## src/rtl/op_exec_pkg.sv

```systemverilog
// shared constants for the bit-test, clear and complement execution block
package op_exec_pkg;
	localparam int DATA_W = 8;
	localparam int ADDR_W = 7;
	localparam int BIT_W = 3;
	localparam int INSTR_W = 16;
	// instruction word layout
	localparam int OPC_HI = 15;
	localparam int OPC_LO = 11;
	localparam int DEST_POS = 10;
	localparam int BIT_HI = 9;
	localparam int BIT_LO = 7;
	localparam int ADDR_HI = 6;
	localparam int ADDR_LO = 0;
	localparam logic [4:0] OPC_TEST_BIT_SKIP_IF_SET = 5'h01;
	localparam logic [4:0] OPC_CLEAR_ACCUMULATOR = 5'h02;
	localparam logic [4:0] OPC_CLEAR_REGISTER = 5'h03;
	localparam logic [4:0] OPC_COMPLEMENT_REGISTER = 5'h04;
	localparam logic [7:0] ZERO_BYTE = 8'h00;
	localparam logic [7:0] ACC_RESET = 8'h00;
	typedef enum logic [2:0] {
		OP_NONE = 3'h0,
		OP_TEST_BIT_SKIP_IF_SET = 3'h1,
		OP_CLEAR_ACCUMULATOR = 3'h2,
		OP_CLEAR_REGISTER = 3'h3,
		OP_COMPLEMENT_REGISTER = 3'h4
	} op_t;
	typedef enum logic [0:0] {
		ST_RUN = 1'b0,
		ST_SKIP = 1'b1
	} exec_state_t;
endpackage

```

## src/rtl/decode_if.sv

```systemverilog
// decoded instruction fields passed from decoder to executer
`timescale 1ns/1ps
interface decode_if;
	op_exec_pkg::op_t op;
	logic [op_exec_pkg::ADDR_W-1:0] addr;
	logic [op_exec_pkg::BIT_W-1:0] bit_sel;
	logic dest;
	modport dec(output op, output addr, output bit_sel, output dest);
	modport exe(input op, input addr, input bit_sel, input dest);
endinterface

```

## src/rtl/instr_decoder.sv

```systemverilog
// instruction word field decoder
`timescale 1ns/1ps
module instr_decoder (
	input wire logic [op_exec_pkg::INSTR_W-1:0] i_instr,
	input wire logic i_valid,
	decode_if.dec d
);
	logic [4:0] opc;
	always_comb begin
		opc = i_instr[op_exec_pkg::OPC_HI:op_exec_pkg::OPC_LO];
		d.addr = i_instr[op_exec_pkg::ADDR_HI:op_exec_pkg::ADDR_LO];
		d.bit_sel = i_instr[op_exec_pkg::BIT_HI:op_exec_pkg::BIT_LO];
		d.dest = i_instr[op_exec_pkg::DEST_POS];
		d.op = op_exec_pkg::OP_NONE;
		if (i_valid) begin
			case (opc)
				op_exec_pkg::OPC_TEST_BIT_SKIP_IF_SET: d.op = op_exec_pkg::OP_TEST_BIT_SKIP_IF_SET;
				op_exec_pkg::OPC_CLEAR_ACCUMULATOR: d.op = op_exec_pkg::OP_CLEAR_ACCUMULATOR;
				op_exec_pkg::OPC_CLEAR_REGISTER: d.op = op_exec_pkg::OP_CLEAR_REGISTER;
				op_exec_pkg::OPC_COMPLEMENT_REGISTER: d.op = op_exec_pkg::OP_COMPLEMENT_REGISTER;
				default: d.op = op_exec_pkg::OP_NONE;
			endcase
		end
	end
endmodule

```

## src/rtl/op_exec.sv

```systemverilog
// execution of bit-test-skip, clear and complement instructions
//
// Behaviour
// - skip next instruction when tested bit set
// - skip discards fetched instruction; two cycles
// - clear accumulator writes zero, sets zero flag
// - clear register writes zero, sets zero flag
// - complement inverts register, updates zero flag only
// - destination zero writes complement result to accumulator; clear register ignores destination and always writes register
// - destination one writes result back register
`timescale 1ns/1ps
module op_exec (
	input wire logic i_core_clk,
	input wire logic i_rst,
	input wire logic [op_exec_pkg::INSTR_W-1:0] i_instr,
	input wire logic i_instr_valid,
	input wire logic [op_exec_pkg::DATA_W-1:0] i_mem_rdata,
	output logic [op_exec_pkg::ADDR_W-1:0] o_mem_addr,
	output logic [op_exec_pkg::DATA_W-1:0] o_mem_wdata,
	output logic o_mem_we,
	output logic [op_exec_pkg::DATA_W-1:0] o_accumulator,
	output logic o_zero_flag,
	output logic o_skip,
	output logic o_busy
);
	decode_if dbus();
	instr_decoder u_dec (
		.i_instr(i_instr),
		.i_valid(i_instr_valid),
		.d(dbus.dec)
	);

	op_exec_pkg::exec_state_t state_reg, state_next;
	logic [op_exec_pkg::DATA_W-1:0] acc_reg, acc_next;
	logic zero_reg, zero_next;
	logic [op_exec_pkg::DATA_W-1:0] inv;
	logic act;

	// memory read address follows the decoded operand combinationally
	assign o_mem_addr = dbus.addr;
	assign o_accumulator = acc_reg;
	assign o_zero_flag = zero_reg;
	assign o_busy = (state_reg == op_exec_pkg::ST_SKIP);
	assign o_skip = o_busy;

	always_comb begin
		inv = ~i_mem_rdata;
		// while discarding, the fetched word acts as a no-operation
		act = (state_reg == op_exec_pkg::ST_RUN);
		state_next = op_exec_pkg::ST_RUN;
		acc_next = acc_reg;
		zero_next = zero_reg;
		o_mem_we = 1'b0;
		o_mem_wdata = op_exec_pkg::ZERO_BYTE;
		if (act) begin
			case (dbus.op)
				op_exec_pkg::OP_TEST_BIT_SKIP_IF_SET: begin
					if (i_mem_rdata[dbus.bit_sel]) begin
						state_next = op_exec_pkg::ST_SKIP;
					end
				end
				op_exec_pkg::OP_CLEAR_ACCUMULATOR: begin
					acc_next = op_exec_pkg::ZERO_BYTE;
					zero_next = 1'b1;
				end
				op_exec_pkg::OP_CLEAR_REGISTER: begin
					o_mem_we = 1'b1;
					o_mem_wdata = op_exec_pkg::ZERO_BYTE;
					zero_next = 1'b1;
				end
				op_exec_pkg::OP_COMPLEMENT_REGISTER: begin
					zero_next = (inv == op_exec_pkg::ZERO_BYTE);
					if (dbus.dest) begin
						o_mem_we = 1'b1;
						o_mem_wdata = inv;
					end else begin
						acc_next = inv;
					end
				end
				default: begin
					state_next = op_exec_pkg::ST_RUN;
				end
			endcase
		end
	end

	always_ff @(posedge i_core_clk) begin
		if (i_rst) begin
			state_reg <= op_exec_pkg::ST_RUN;
			acc_reg <= op_exec_pkg::ACC_RESET;
			zero_reg <= 1'b0;
		end else begin
			state_reg <= state_next;
			acc_reg <= acc_next;
			zero_reg <= zero_next;
		end
	end
endmodule

```

## config.mk

```make
export PLATFORM = sky130hd
export DESIGN_NAME = op_exec
export DESIGN_NICKNAME = d
export VERILOG_FILES = /design/src/rtl/op_exec_pkg.sv /design/src/rtl/decode_if.sv /design/src/rtl/instr_decoder.sv /design/src/rtl/op_exec.sv
export SDC_FILE = /design/constraint.sdc
export NUM_CORES = 1
export LEC_CHECK = 0
export BUFFER_PORTS_ARGS = -buffer_cell sky130_fd_sc_hd__buf_2
export CAP_MARGIN = 40
export CORE_AREA = 2 2 46 48
export CTS_BUF_LIST = sky130_fd_sc_hd__clkbuf_16
export DETAILED_ROUTE_END_ITERATION = 10
export DIE_AREA = 0 0 48 50
export GPL_ROUTABILITY_DRIVEN = 0
export PLACE_DENSITY = 0.76
export SETUP_SLACK_MARGIN = 0.1
export SLEW_MARGIN = 20
export SYNTH_ARGS = -nofsm -noshare
export SYNTH_HDL_FRONTEND = slang
export SYNTH_SLANG_ARGS = --single-unit
export TNS_END_PERCENT = 100
```

## constraint.sdc

```tcl
create_clock -name i_core_clk -period 1.4 [get_ports i_core_clk]
set_input_delay 0.14 -clock i_core_clk [delete_from_list [all_inputs] [get_ports i_core_clk]]
set_output_delay 0.14 -clock i_core_clk [all_outputs]
set_load 0.02 [all_outputs]
```

==> results.md <==
* Mapped Cells at 76
* Failing checks: setup timing
* Via count at 734
* Initial antenna violation count at 0
* Peak per-stage delay on the critical path at 0.33 ns
* Path depth of the worst reg2reg path at 5
* Syn Nets at 103
* Gr usage total at 17.0%
* PwrDens at 807 nW/um2
* Iteration-0 DRC Markers at 12
* Syn avg cell area at 9.32 um2
* WP depth at 4
* Crit path required time at 1.26 ns
* Post-synthesis sequential area ratio at 28.3%
* Nets at 146
* Peak VDD IR at 0.000628 V
* Clk_lat worst skew at 0.23 ns
* Core area at 1900 um2
* Wire per inst at 14.2 um
* Die area at 2400 um2
* RSZ-0062 raised after global routing: true
* Fmax achieved at 666 MHz
* Post-DRT Antenna Nets at 0
* Clock transition at path regs at 0.04 ns
* DP Worst Slack at -0.0118 ns
* # IOs at 54
* # hold bufs at CTS at 0
* Period utilisation layout at 107%
* Via-per-instance ratio at 5.10
* MaxCap Viol Count at 0
* Synth top area share at 28.3%
* Layout area overhead at 58.5%
* Setup_tns at -0.756 ns
* Worst Hold Path Cells at 3
* Share of the core filled with cells at 59.0%
* Fin cells at 144
* Most frequent cells in the layout: 30 x buf_2, 11 x buf_4, 10 x nand3b_1, 10 x mux2i_1, 9 x dfxtp_1
* CP delay by family, top: simple AND/OR/NAND/NOR gates
* First-pass GRT wire length at 2.81 mm
* Sum of buffers and inverters on the critical path at 1
* Commonest non-fill, non-tap cell in the layout: buf_2
* Standby leakage power at 0.000529 uW
* Mapped cell area at 708 um2
* Setup ws final at -0.101 ns
* Placed cells at 136
* Area leader, netlist: dfxtp_1
* Placed wire-length estimate at 1.50 mm
* Synth area leaders: dfxtp_1 28%, mux2i_1 14%, nand3b_1 11%, buf_4 9.5%, nand2b_1 7.1%
* Layout cells sized above 1 at 58.1%
* Total Wirelength at 2.05 mm
* Total power at 906 uW
* Synthesis Warnings at 0
* Largest net degree at the start of global routing at 13
* Count of pins over their slew limit at 0
* Vias in the first global route at 650
* Clk root buf: clkbuf_16
* # DRC at 0
* Starting Density at 37.2%
* CTS Buf Count at 3
* Seq cells post-synth at 10
* Crit-path cells: nor4b_4 -> nand3_4 -> nor2_2 -> buf_6
* Clk_skew at 0.000891 ns
* Final hold violation count at 0
* Tmin final at 1.50 ns
* Gr ovfl total at 0
* # rows at 16
* Input/output buffers at 39
* Crit path max fanout at 8
* CTS H-tree lvls at 1
* Critical path class: register to output port
* Hold crit path type: input pin to register
* CP arrival at 1.36 ns
* Distinct cells, synth at 24
* Clock sinks at 10
* CTS tree: done
* Final setup viols at 9
* Worst-Margin Slew at 0.410 ns
* N_diodes at 0
* First-pass DRT Iterations at 4
* Die W at 48 um
* Slowest CP cell: dfxtp_2
* Rel. slew slack at 72.6%
* Die Y at 50 um
* Worst Setup Start Kind: register
* Bufs on Longest Clock Path at 2
* CP endpoint kind: output port
* Status: complete, but fails checks
-- per-layer routing --
metal	GRT usage, %	part of all wire, %
met1	19.0	38
met2	26.7	54
met3	3.66	6.3
met4	12.6	2.2
met5	0	0
-- cell usage after synthesis --
cell type  instances
dfxtp_1           10
mux2i_1           10
nand3b_1          10
buf_4              9
nand2b_1           8
nor2_1             8
inv_1              2
nand4_1            2
nor3b_1            2
a211oi_1           1
a21boi_0           1
a31oi_1            1
clkbuf_1           1
mux4_2             1
nand2_1            1
nand3_1            1
nor2b_1            1
nor4b_2            1
nor4b_4            1
o2111a_1           1
o211a_1            1
o211ai_2           1
o21ai_0            1
or4b_1             1
-- kinds of logic after synthesis --
family                 after synthesis  synth area share [%]
AOI/OAI and AO/OA                    7                  8.48
DFF                                 10                  28.3
buffers and inverters               12                  11.1
and+or+nand+nor                     36                  34.8
muxes                               11                  17.3
-- registers in the layout, indices dropped and copies added (netlist names) --
register / flops
o_accumulator: 8
o_busy: 1
o_zero_flag: 1
-- timing repair --
action	4_1_cts	5_1_grt
pin swaps	1	4
setup endpoints to repair	17	18
buffers inserted	2	3
gates resized for setup	12	8
-- power breakdown --
part	internal [uW]	leakage [uW]	switching, uW
Sequential	287	0.0000811	0.511
Combinational	62.5	0.000411	65.7
Clock	369	0.0000370	121
-- worst reg2reg max path, stage by stage, from the launching register on --
cell	delay, ns
dfxtp_2	0.33
nor4b_4	0.28
buf_4	0.19
buf_6	0.10
o211ai_4	0.14
mux2i_1	0.17
-- metrics by stage --
stage / hold slack [ns] / instance area [um2]
finish: 0.233 / 1120
global route: 0.247 / 1120
CTS: 0.243 / 1070
detailed placement: 0.280 / 943
global placement: 0.280 / 943
floorplan: 0.308 / 756
-- path summary, 6_finish.rpt --
check                                  from                to  slack, ns
worst max-delay path                 o_busy    o_mem_wdata[7]      -0.10
worst min-delay path                  i_rst       o_zero_flag       0.23
worst max register to register       o_busy  o_accumulator[5]       0.06
worst min register to register  o_zero_flag       o_zero_flag       0.46
-- cell type report --
class                      count  area [um2]
fill                         157         779
tap                           27        33.8
multi-input combinational     54         493
sequential                    10         201
inverter                       2        7.51
timing repair buffer          48         312
clock buffer                   3        75.1
(Power assumes the default switching activity.)
